## config.mk

```make
export PLATFORM = sky130hd
export DESIGN_NAME = fifo_host
export DESIGN_NICKNAME = d
export VERILOG_FILES = /design/src/rtl/fifo_host_pkg.sv /design/src/rtl/word_stream_if.sv /design/src/rtl/stream_buffer.sv /design/src/rtl/fifo_host.sv
export VERILOG_INCLUDE_DIRS = /design/src /design/src/rtl
export SDC_FILE = /design/constraint.sdc
export NUM_CORES = 1
export LEC_CHECK = 0
export BUFFER_PORTS_ARGS = -buffer_cell sky130_fd_sc_hd__buf_4
export CAP_MARGIN = 20
export CORE_MARGIN = 3
export CORE_UTILIZATION = 50
export CTS_CLUSTER_DIAMETER = 120
export DETAILED_ROUTE_END_ITERATION = 6
export GPL_ROUTABILITY_DRIVEN = 0
export PLACE_DENSITY = 0.67
export SLEW_MARGIN = 20
export SYNTH_ARGS = -nofsm -noshare
export SYNTH_HDL_FRONTEND = slang
export SYNTH_HIERARCHICAL = 1
export SYNTH_SLANG_ARGS = --single-unit
```

## constraint.sdc

```tcl
create_clock -name mclk -period 3.4 [get_ports mclk]
set_clock_uncertainty 0.1 [all_clocks]
set_input_delay 0.34 -clock mclk [delete_from_list [all_inputs] [get_ports mclk]]
set_output_delay 0.34 -clock mclk [all_outputs]
set_load 0.1 [all_outputs]
```

## src/rtl/fifo_host_defs.svh

```systemverilog
// constants for the host controller of the 64-word handshake fifo
`ifndef FIFO_HOST_DEFS_SVH
`define FIFO_HOST_DEFS_SVH

`define WORD_W       9
`define DEV_DEPTH    64
`define BUF_DEPTH    32
`define CHAIN_LEN    1
`define CHAIN_CAP    (`CHAIN_LEN * (`DEV_DEPTH - 1) + 1)

`define CLK_NS       100
`define T_PMR_NS     55
`define T_DSI_NS     25
`define T_PHSI_NS    23
`define T_PLSI_NS    25
`define T_HSI_NS     30
`define T_PHSO_NS    23
`define T_PLSO_NS    25

`define CYC_UP(ns)   ((((ns) + `CLK_NS - 1) / `CLK_NS) < 1 ? 1 : (((ns) + `CLK_NS - 1) / `CLK_NS))

`endif

```

## src/rtl/fifo_host_pkg.sv

```systemverilog
// types for the host controller of the 64-word handshake fifo
package fifo_host_pkg;
	typedef enum logic [2:0] {
		W_CLR    = 3'b000,
		W_SETTLE = 3'b001,
		W_IDLE   = 3'b010,
		W_HIGH   = 3'b011,
		W_LOW    = 3'b100
	} wr_state_t;
	typedef enum logic [1:0] {
		R_IDLE = 2'b00,
		R_HIGH = 2'b01,
		R_LOW  = 2'b10
	} rd_state_t;
endpackage : fifo_host_pkg

```

## src/rtl/word_stream_if.sv

```systemverilog
// valid/ready word stream between the controller and its buffer
`timescale 1ns/1ps
`default_nettype none
interface word_stream_if #(parameter int W = 9);
	logic         valid;
	logic         ready;
	logic [W-1:0] data;
	modport src (output valid, output data, input ready);
	modport snk (input valid, input data, output ready);
endinterface : word_stream_if
`default_nettype wire

```

## src/rtl/stream_buffer.sv

```systemverilog
// parameterised first-in first-out word buffer with valid/ready on both sides
`timescale 1ns/1ps
`default_nettype none
module stream_buffer #(
	parameter int W = 9,
	parameter int D = 32
) (
	input  wire logic   clk,
	input  wire logic   rst_n,
	word_stream_if.snk  wr,
	word_stream_if.src  rd
);
	localparam int AW = $clog2(D);

	logic [W-1:0] mem [D];
	logic [AW:0]  wptr_q;
	logic [AW:0]  rptr_q;
	wire          empty  = (wptr_q == rptr_q);
	wire          full   = (wptr_q[AW-1:0] == rptr_q[AW-1:0]) && (wptr_q[AW] != rptr_q[AW]);
	wire          push   = wr.valid && !full;
	wire          pop    = rd.ready && !empty;

	assign wr.ready = !full;
	assign rd.valid = !empty;
	assign rd.data  = mem[rptr_q[AW-1:0]];

	always_ff @(posedge clk) begin
		if (push) begin
			mem[wptr_q[AW-1:0]] <= wr.data;
		end
	end

	always_ff @(posedge clk or negedge rst_n) begin
		if (!rst_n) begin
			wptr_q <= '0;
			rptr_q <= '0;
		end else begin
			if (push) wptr_q <= wptr_q + (AW+1)'(1);
			if (pop)  rptr_q <= rptr_q + (AW+1)'(1);
		end
	end
endmodule : stream_buffer
`default_nettype wire

```

## src/rtl/fifo_host.sv

```systemverilog
// host controller that loads and unloads a 64-word handshake fifo through its pins
`timescale 1ns/1ps
`default_nettype none
`include "fifo_host_defs.svh"
module fifo_host
	import fifo_host_pkg::*;
(
	input  wire logic               mclk,
	input  wire logic               nrst,
	input  wire logic               clear_req,
	input  wire logic               in_valid,
	input  wire logic [`WORD_W-1:0] in_data,
	output logic                    in_ready,
	output logic                    out_valid,
	output logic [`WORD_W-1:0]      out_data,
	input  wire logic               out_ready,
	output logic                    link_up,
	output logic                    level_near_bound,
	output logic                    level_half,
	output logic                    master_clear_n,
	output logic                    shift_in_strobe,
	output logic [`WORD_W-1:0]      in_word,
	input  wire logic               space_avail,
	output logic                    shift_out_strobe,
	input  wire logic [`WORD_W-1:0] out_word,
	input  wire logic               data_valid_out,
	input  wire logic               near_bound_flag,
	input  wire logic               half_level_flag
);
	localparam logic [3:0] PMR_CYC  = 4'(`CYC_UP(`T_PMR_NS));
	localparam logic [3:0] DSI_CYC  = 4'(`CYC_UP(`T_DSI_NS));
	localparam logic [3:0] PHSI_CYC = 4'(`CYC_UP(`T_PHSI_NS));
	localparam logic [3:0] PLSI_CYC = 4'(`CYC_UP(`T_PLSI_NS > `T_HSI_NS ? `T_PLSI_NS : `T_HSI_NS));
	localparam logic [3:0] PHSO_CYC = 4'(`CYC_UP(`T_PHSO_NS));
	localparam logic [3:0] PLSO_CYC = 4'(`CYC_UP(`T_PLSO_NS));
	localparam int         SYNC_W   = `WORD_W + 4;

	// true once a phase has lasted its least number of cycles
	function automatic logic held(input logic [3:0] cnt, input logic [3:0] need);
		return ({1'b0, cnt} + 5'h01) >= {1'b0, need};
	endfunction : held

	// phase counter restarts on every state change and sticks at its top value
	function automatic logic [3:0] next_cnt(input logic moved, input logic [3:0] cnt);
		if (moved) begin
			return 4'h0;
		end
		return (cnt == 4'hf) ? cnt : cnt + 4'h1;
	endfunction : next_cnt

	// two-flop synchronisers for every pin from the device
	logic [SYNC_W-1:0] sync1_q;
	logic [SYNC_W-1:0] sync2_q;
	always_ff @(posedge mclk or negedge nrst) begin
		if (!nrst) begin
			sync1_q <= '0;
			sync2_q <= '0;
		end else begin
			sync1_q <= {space_avail, data_valid_out, near_bound_flag, half_level_flag, out_word};
			sync2_q <= sync1_q;
		end
	end
	wire               space_s = sync2_q[SYNC_W-1];
	wire               valid_s = sync2_q[SYNC_W-2];
	wire [`WORD_W-1:0] word_s  = sync2_q[`WORD_W-1:0];
	wire               near_s  = sync2_q[SYNC_W-3];
	wire               half_s  = sync2_q[SYNC_W-4];
	// word and valid pass the same two stages; the word settles before valid rises,
	// so a word taken with a synced valid is already stable

	// flags are only ever looked at as levels; short pulses pass through harmlessly
	assign level_near_bound = near_s;
	assign level_half       = half_s;

	word_stream_if #(.W(`WORD_W)) fill_if ();
	word_stream_if #(.W(`WORD_W)) drain_if ();

	assign fill_if.valid = in_valid;
	assign fill_if.data  = in_data;
	assign in_ready      = fill_if.ready;

	stream_buffer #(.W(`WORD_W), .D(`BUF_DEPTH)) u_buffer (
		.clk   (mclk),
		.rst_n (nrst),
		.wr    (fill_if.snk),
		.rd    (drain_if.src)
	);

	// ---------------- write side ----------------
	wr_state_t         wst_q;
	wr_state_t         wst_d;
	logic [3:0]        wcnt_q;
	logic [`WORD_W-1:0] in_word_q;

	wire wr_idle     = (wst_q == W_IDLE);
	wire wr_high     = (wst_q == W_HIGH);
	wire wr_live     = (wst_q != W_CLR) && (wst_q != W_SETTLE);
	wire clr_done    = held(wcnt_q, PMR_CYC);
	wire settle_done = held(wcnt_q, DSI_CYC);
	wire si_low_done = held(wcnt_q, PLSI_CYC);

	// the strobe rises only on a synced space level and falls only once that level
	// has dropped or on a clear request, so the pulse is never cut short at the full boundary
	wire start_wr = wr_idle && drain_if.valid && space_s;
	wire si_drop  = wr_high && held(wcnt_q, PHSI_CYC) && !space_s;
	// the buffer word is retired when the strobe falls, the commit edge
	assign drain_if.ready = si_drop;

	always_comb begin
		wst_d = wst_q;
		unique case (wst_q)
			W_CLR:    if (clr_done) wst_d = W_SETTLE;
			W_SETTLE: if (settle_done) wst_d = W_IDLE;
			W_IDLE:   if (start_wr) wst_d = W_HIGH;
			W_HIGH:   if (si_drop) wst_d = W_LOW;
			W_LOW:    if (si_low_done) wst_d = W_IDLE;
			default:  wst_d = W_CLR;
		endcase
		// a clear request restarts the pulse; words already buffered are sent after it
		if (clear_req) wst_d = W_CLR;
	end

	always_ff @(posedge mclk or negedge nrst) begin
		if (!nrst) begin
			wst_q  <= W_CLR;
			wcnt_q <= '0;
		end else begin
			wst_q  <= wst_d;
			wcnt_q <= next_cnt(wst_d != wst_q, wcnt_q);
		end
	end

	// the word is set up with the rising strobe and held through the low phase
	always_ff @(posedge mclk or negedge nrst) begin
		if (!nrst) begin
			in_word_q <= '0;
		end else if (start_wr && !clear_req) begin
			in_word_q <= drain_if.data;
		end
	end

	assign in_word         = in_word_q;
	assign shift_in_strobe = wr_high;
	assign master_clear_n  = (wst_q != W_CLR);
	assign link_up         = wr_live;

	// ---------------- read side ----------------
	rd_state_t          rst_q;
	rd_state_t          rst_d;
	logic [3:0]         rcnt_q;
	logic [`WORD_W-1:0] out_data_q;
	logic               out_valid_q;

	wire rd_idle     = (rst_q == R_IDLE);
	wire rd_high     = (rst_q == R_HIGH);
	wire so_low_done = held(rcnt_q, PLSO_CYC);

	// an output word is only taken while the device says it is valid and stable
	wire start_rd = rd_idle && link_up && valid_s && !out_valid_q;
	wire so_drop  = rd_high && held(rcnt_q, PHSO_CYC) && !valid_s;

	always_comb begin
		rst_d = rst_q;
		unique case (rst_q)
			R_IDLE:  if (start_rd) rst_d = R_HIGH;
			R_HIGH:  if (so_drop) rst_d = R_LOW;
			R_LOW:   if (so_low_done) rst_d = R_IDLE;
			default: rst_d = R_IDLE;
		endcase
		if (!link_up) rst_d = R_IDLE;
	end

	always_ff @(posedge mclk or negedge nrst) begin
		if (!nrst) begin
			rst_q  <= R_IDLE;
			rcnt_q <= '0;
		end else begin
			rst_q  <= rst_d;
			rcnt_q <= next_cnt(rst_d != rst_q, rcnt_q);
		end
	end

	// capture happens as the strobe rises, like a flop clocked by the strobe
	always_ff @(posedge mclk or negedge nrst) begin
		if (!nrst) begin
			out_data_q  <= '0;
			out_valid_q <= 1'b0;
		end else if (start_rd) begin
			out_data_q  <= word_s;
			out_valid_q <= 1'b1;
		end else if (out_ready) begin
			out_valid_q <= 1'b0;
		end
	end

	// handshake alone paces both strobes, so any chain depth works, including N*63+1
	// one strobe per six cycles at most stays well below the fast-cascade rate,
	// so the far side needs no inverted space-to-shift-out link
	assign shift_out_strobe = rd_high;
	assign out_valid        = out_valid_q;
	assign out_data         = out_data_q;
endmodule : fifo_host
`default_nettype wire

```

## Word level (Yosys, flattened, before mapping)

Memory sizes are Yosys's and may differ from the RTL's. A register that Yosys moved wholly into a read port is not among the register bits.
Cells that the tools add are included.
Widths: inputs -> output; s select.

- Flip-flop bits (word level): 61
- Bits in latches: 0
- RAM bits: 288
- Memory bits (read-only): 0
- Input port bits: 27
- Output and inout bits: 26
- Word-level logic and storage cells: 84
- Memories: 1

Memories:

| name | words | width | rd ports | clocked after Yosys merged registers in | write ports | RTL line | text |
|---|---|---|---|---|---|---|---|
| u_buffer.mem | 32 | 9 | 1 | 1 | 1 | stream_buffer.sv:15 | `logic [W-1:0] mem [D];` |

- Add/subtract/negate cells: 6
- Multiply operators: 0
- Divide/modulo/power cells: 0
- Order comparisons: 2
- Equality and inequality tests: 16
- Shift-type cells: 0
- Multiplexer cells: 23
- Bitwise logic cells: 0
- Reductions and logical operators: 26

Operators with widths:

| cell | number |
|---|---|
| $mux 4 | 6 |
| $mux 3 | 5 |
| $logic_and 1x1->1 | 14 |
| $add 6x1->6 const B | 2 |
| $pmux 3 s4 | 1 |
| $add 4x1->5 const B | 2 |
| $ge 5x1->1 const B | 2 |
| $add 4x1->4 const B | 2 |
| $eq 4x4->1 const B | 2 |
| $mux 2 | 4 |
| $logic_not 1->1 | 7 |
| $eq 3x2->1 const B | 2 |
| $eq 6x6->1 | 1 |
| $mux 1 | 6 |
| $pmux 2 s3 | 1 |
| $eq 5x5->1 | 1 |
| $ne 2x2->1 const B | 2 |
| $eq 3x1->1 const B | 1 |
| $eq 3x3->1 const B | 1 |
| $logic_not 3->1 | 1 |
| $ne 3x1->1 const B | 1 |
| $ne 3x3->1 | 1 |
| $reduce_bool 3->1 | 1 |
| $eq 2x1->1 const B | 1 |
| other kinds (6) | 6 |

## Longest topological paths before layout

- Word-level depth: 11
- Gate-level depth with buffers: 10

## Modules after synthesis

The synthesis kept the hierarchy.

By module, submodules not included:

| module | instances | cells an instance | area each (um2) | seq. area each (um2) |
|---|---|---|---|---|
| stream_buffer | 1 | 514 | 11,736.3 | 8,948.6 |
| fifo_host | 1 | 174 | 2,344.7 | 1,451.4 |

## Worst setup path before layout

Ideal clock, no wire load.

- Path type: register to register
- Start point: register u_buffer.rptr_q[1]
- End point: register in_word_q[0], in the netlist in_word[0] (read register of u_buffer.mem)
- Data arrival time: 2.405 ns
- Data required time: 3.175 ns
- Setup slack: 0.769 ns
- Cell stages (with the launch flop): 6
- Buffers on the path: 1
- Path through: dfrtp_1 -> buf_1 -> mux4_2 -> mux4_2 -> mux2_2 -> mux2_2

- Longest elaborated chain between the ends: 5

RTL lines:

| what | RTL line | text |
|---|---|---|
| start, declared | stream_buffer.sv:17 | `logic [AW:0] rptr_q;` |
| start signal, assigned | stream_buffer.sv:39 | `if (pop) rptr_q <= rptr_q + (AW+1)'(1);` |
| $eq 6x6->1 | stream_buffer.sv:18 | `wire empty = (wptr_q == rptr_q);` |
| $logic_not 1->1 | stream_buffer.sv:24 | `assign rd.valid = !empty;` |
| $logic_and 1x1->1 (2 in a row) | fifo_host.sv:104 | `wire start_wr = wr_idle && drain_if.valid && space_s;` |
| $logic_and 1x1->1 | fifo_host.sv:137 | `end else if (start_wr && !clear_req) begin` |
| end, declared | fifo_host.sv:93 | `` logic [`WORD_W-1:0] in_word_q; `` |

Several ways; a longest one is shown, not always the timed one.
A chain may end at the register's enable or synchronous reset.

## Final worst setup path

- Start point: register u_buffer.rptr_q[1]
- End point: register in_word_q[7], in the netlist in_word[7] (read register of u_buffer.mem)

The elaborated chain is that of the path after synthesis.

==> impl_metrics.env <==
export IMPL_pin_count=53
export IMPL_synthMuxAreaShare_pct=16.9
export IMPL_synth_compound_area_share_pct=1.50
export IMPL_async_flop_share_pct=19.6
export IMPL_cts_setup_buffers=0
export IMPL_yosys_area_top_type="edfxtp_1"
export IMPL_grt_ovfl_total=0
export IMPL_worstMarginPinSlew_ns=0.933
export IMPL_synthSimpleGateAreaFrac_pct=4.31
export IMPL_ir_drop_mv=0.459
export IMPL_cts_path_max_buffers=3
export IMPL_cts_htree_levels=2
export IMPL_rows=60
export IMPL_seq_area_frac_synth_pct=73.9
export IMPL_clk_pin_slew_ns=0.06
export IMPL_grt_max_degree=71
export IMPL_post_dp_cell_area_sq_mm=0.0151
export IMPL_avgSynthCellArea_sq_um=20.5
export IMPL_first_global_vias=7332
export IMPL_vias=7107
export IMPL_finalCritPeriodShare_pct=86.7
export IMPL_crit_required_ns=3.70
export IMPL_antenna_found_initial=0
export IMPL_synth_xor_area_share_pct=1.18
export IMPL_grtUsageTotal_pct=20.0
export IMPL_core_sq_mm=0.0273
export IMPL_drt_iter0_markers=701
export IMPL_cp_cell_sequence="buf_12, mux4_2, mux4_2, mux2_2, mux2_2"
export IMPL_synthFlopType="edfxtp_1"
export IMPL_timing_hold_ws_ns=0.0271
export IMPL_die_area_sq_mm=0.0302
export IMPL_slew_violations=0
export IMPL_slew_headroom_pct=37.8
export IMPL_arrival_ns=3.25
export IMPL_hpwl_um=18100
export IMPL_antenna_left=0
export IMPL_initial_core_util_pct=51.5
export IMPL_slowest_stage="dfrtp_4"
export IMPL_cts_hold_fix_buffers=14
export IMPL_cts_resized=0
export IMPL_die_w_um=174
export IMPL_syn_to_final_growth_pct=16.6
export IMPL_clock_sinks=358
export IMPL_synth_top_family_by_area="multiplexers"
export IMPL_drc=0
export IMPL_hp_class="input pin to flip-flop"
export IMPL_drive_gt1_share_pct=33.9
export IMPL_final_hold_violation_count=0
export IMPL_fin_area_sq_mm=0.0164
export IMPL_synth_fa_ha_area_share_pct=0.800
export IMPL_powerDensity_mw_per_mm2=830
export IMPL_status="completed"
export IMPL_ys_warn_count=6
export IMPL_cts_made_buffers=37
export IMPL_rsz0062_at_grt="no"
export IMPL_grt_pass1_wl_um=45600
export IMPL_cap_violations=0
export IMPL_synth_seq_cells=358
export IMPL_io_buffers=52
export IMPL_clk_latency_ns=0.51
export IMPL_yosysTopAreaCellShare_pct=61.4
export IMPL_crit_buf_inv=1
export IMPL_synth_cell_type_count=54
export IMPL_synth_nets=724
export IMPL_fmax_ghz=0.339
export IMPL_synth_edf_count=288
export IMPL_fin_tns_setup_ns=0
export IMPL_finalSetupViolations=0
export IMPL_setup_worst_path_start_class="flip-flop"
export IMPL_ctsRootBufferMaster="clkbuf_16"
export IMPL_max_stage_delay_ns=0.69
export IMPL_dieHeight_um=174
export IMPL_p_leak_nw=5.63
export IMPL_synthTopCellsByArea="edfxtp_1 (61%), mux4_2 (14%), dfrtp_1 (12%), mux2_2 (2.2%), nor2_1 (1.3%)"
export IMPL_mostFrequentLayoutCells="edfxtp_1 (288), buf_4 (93), mux4_2 (90)"
export IMPL_diodes=0
export IMPL_via_per_inst=5.89
export IMPL_period_needed_ns=2.95
export IMPL_synthCells=688
export IMPL_final_common_cell="edfxtp_1"
export IMPL_worstPathMaxFanout=36
export IMPL_crit_family="multiplexers"
export IMPL_drt_pass1_iterations=5
export IMPL_nNetsFinal=842
export IMPL_cts_tree="built"
export IMPL_crit_type="flip-flop to flip-flop"
export IMPL_syn_area_sq_mm=0.0141
export IMPL_endpoint_kind="flip-flop"
export IMPL_wl_per_cell_um=24.7
export IMPL_totalWireLength_um=29700
-- kinds of logic after synthesis --
kind of cell / after synthesis
AND/OR/NAND/NOR: 116
XOR/XNOR: 19
AO/OA/AOI/OAI: 24
buffers and inverters: 40
adder cells (fa/ha/maj): 9
multiplexers: 122
flip-flops: 358
-- per-stage QoR --
| step | utilization (%) | total power, mW | setup WS (ns) | cells |
|---|---|---|---|---|
| final | 60.1 | 13.6 | 0.451 | 1206 |
| after global routing | 60.1 | 14.2 | 0.332 | 1206 |
| after floorplan | - | 8.79 | 0.769 | 688 |
| after global placement | 55.4 | 9.76 | 0.475 | 1125 |
| after detailed placement | 55.4 | 9.91 | 0.408 | 1125 |
| after CTS | 60.1 | 13.8 | 0.414 | 1206 |
-- final cells by class --
type                            count  area [sq um]
Fill cell                        1972         10900
Sequential cell                   358         10400
Multi-Input combinational cell    290          3480
Clock buffer                       47           993
Timing Repair Buffer              109           878
Tap cell                          372           465
Clock inverter                     20           155
Inverter                           10          37.5
-- flip-flops by register name (all words and copies together) (netlist names), 6 cells and up --
| register | count |
|---|---|
| sync2_q | 13 |
| sync1_q | 13 |
| out_data | 9 |
| u_buffer/rptr_q | 6 |
| u_buffer/wptr_q | 6 |
| in_word | 9 |
| u_buffer/mem | 288 |
-- cell usage after synthesis, drive strengths merged, types with 3 or more instances --
| cell | count |
|---|---|
| buf | 14 |
| clkbuf | 16 |
| dfrtp | 70 |
| edfxtp | 288 |
| ha | 9 |
| inv | 10 |
| mux2 | 29 |
| mux2i | 3 |
| mux4 | 90 |
| nand2 | 12 |
| nand2b | 4 |
| nand3 | 10 |
| nand3b | 6 |
| nor2 | 50 |
| nor2b | 3 |
| nor3 | 13 |
| nor3b | 5 |
| o21ai | 4 |
| xnor2 | 10 |
| xor2 | 9 |
-- path summary, 6_finish.rpt --
check                      slack, ns  cells after the start               start            endpoint
min in group asynchronous       0.41                      2                nrst            wst_q[1]
setup / recovery                0.45                      5  u_buffer/rptr_q[1]          in_word[7]
max in group asynchronous       2.07                      2                nrst  u_buffer/rptr_q[1]
hold / removal                  0.03                      3           out_ready           out_valid
setup reg to reg                0.45                      5  u_buffer/rptr_q[1]          in_word[7]
hold reg to reg                 0.25                      0          sync1_q[1]          sync2_q[1]
-- metal layers --
metal,vias to the layer above,GRT usage (%),part of all wire (%)
met5,-,0,0
met4,0,6.07,2.5
met3,46,4.07,7.4
met2,321,31.6,48
met1,3736,28.5,42
li1,3004,-,-
-- tightest hold or removal path: cells and delay by family --
| kind | cells | cell delay [ns] |
|---|---|---|
| compound gates | 1 | 0.11 |
| buf+inv | 2 | 0.15 |
-- power breakdown --
| group | leakage [nW] | switching, mW | internal [mW] | total, mW |
|---|---|---|---|---|
| clock network | 0.573 | 1.59 | 2.23 | 3.82 |
| registers | 3.45 | 0.413 | 5.20 | 5.61 |
| logic | 1.60 | 2.52 | 1.67 | 4.19 |
| total | 5.63 | 4.52 | 9.10 | 13.6 |
Note: power is estimated with default switching activity, not from simulation.
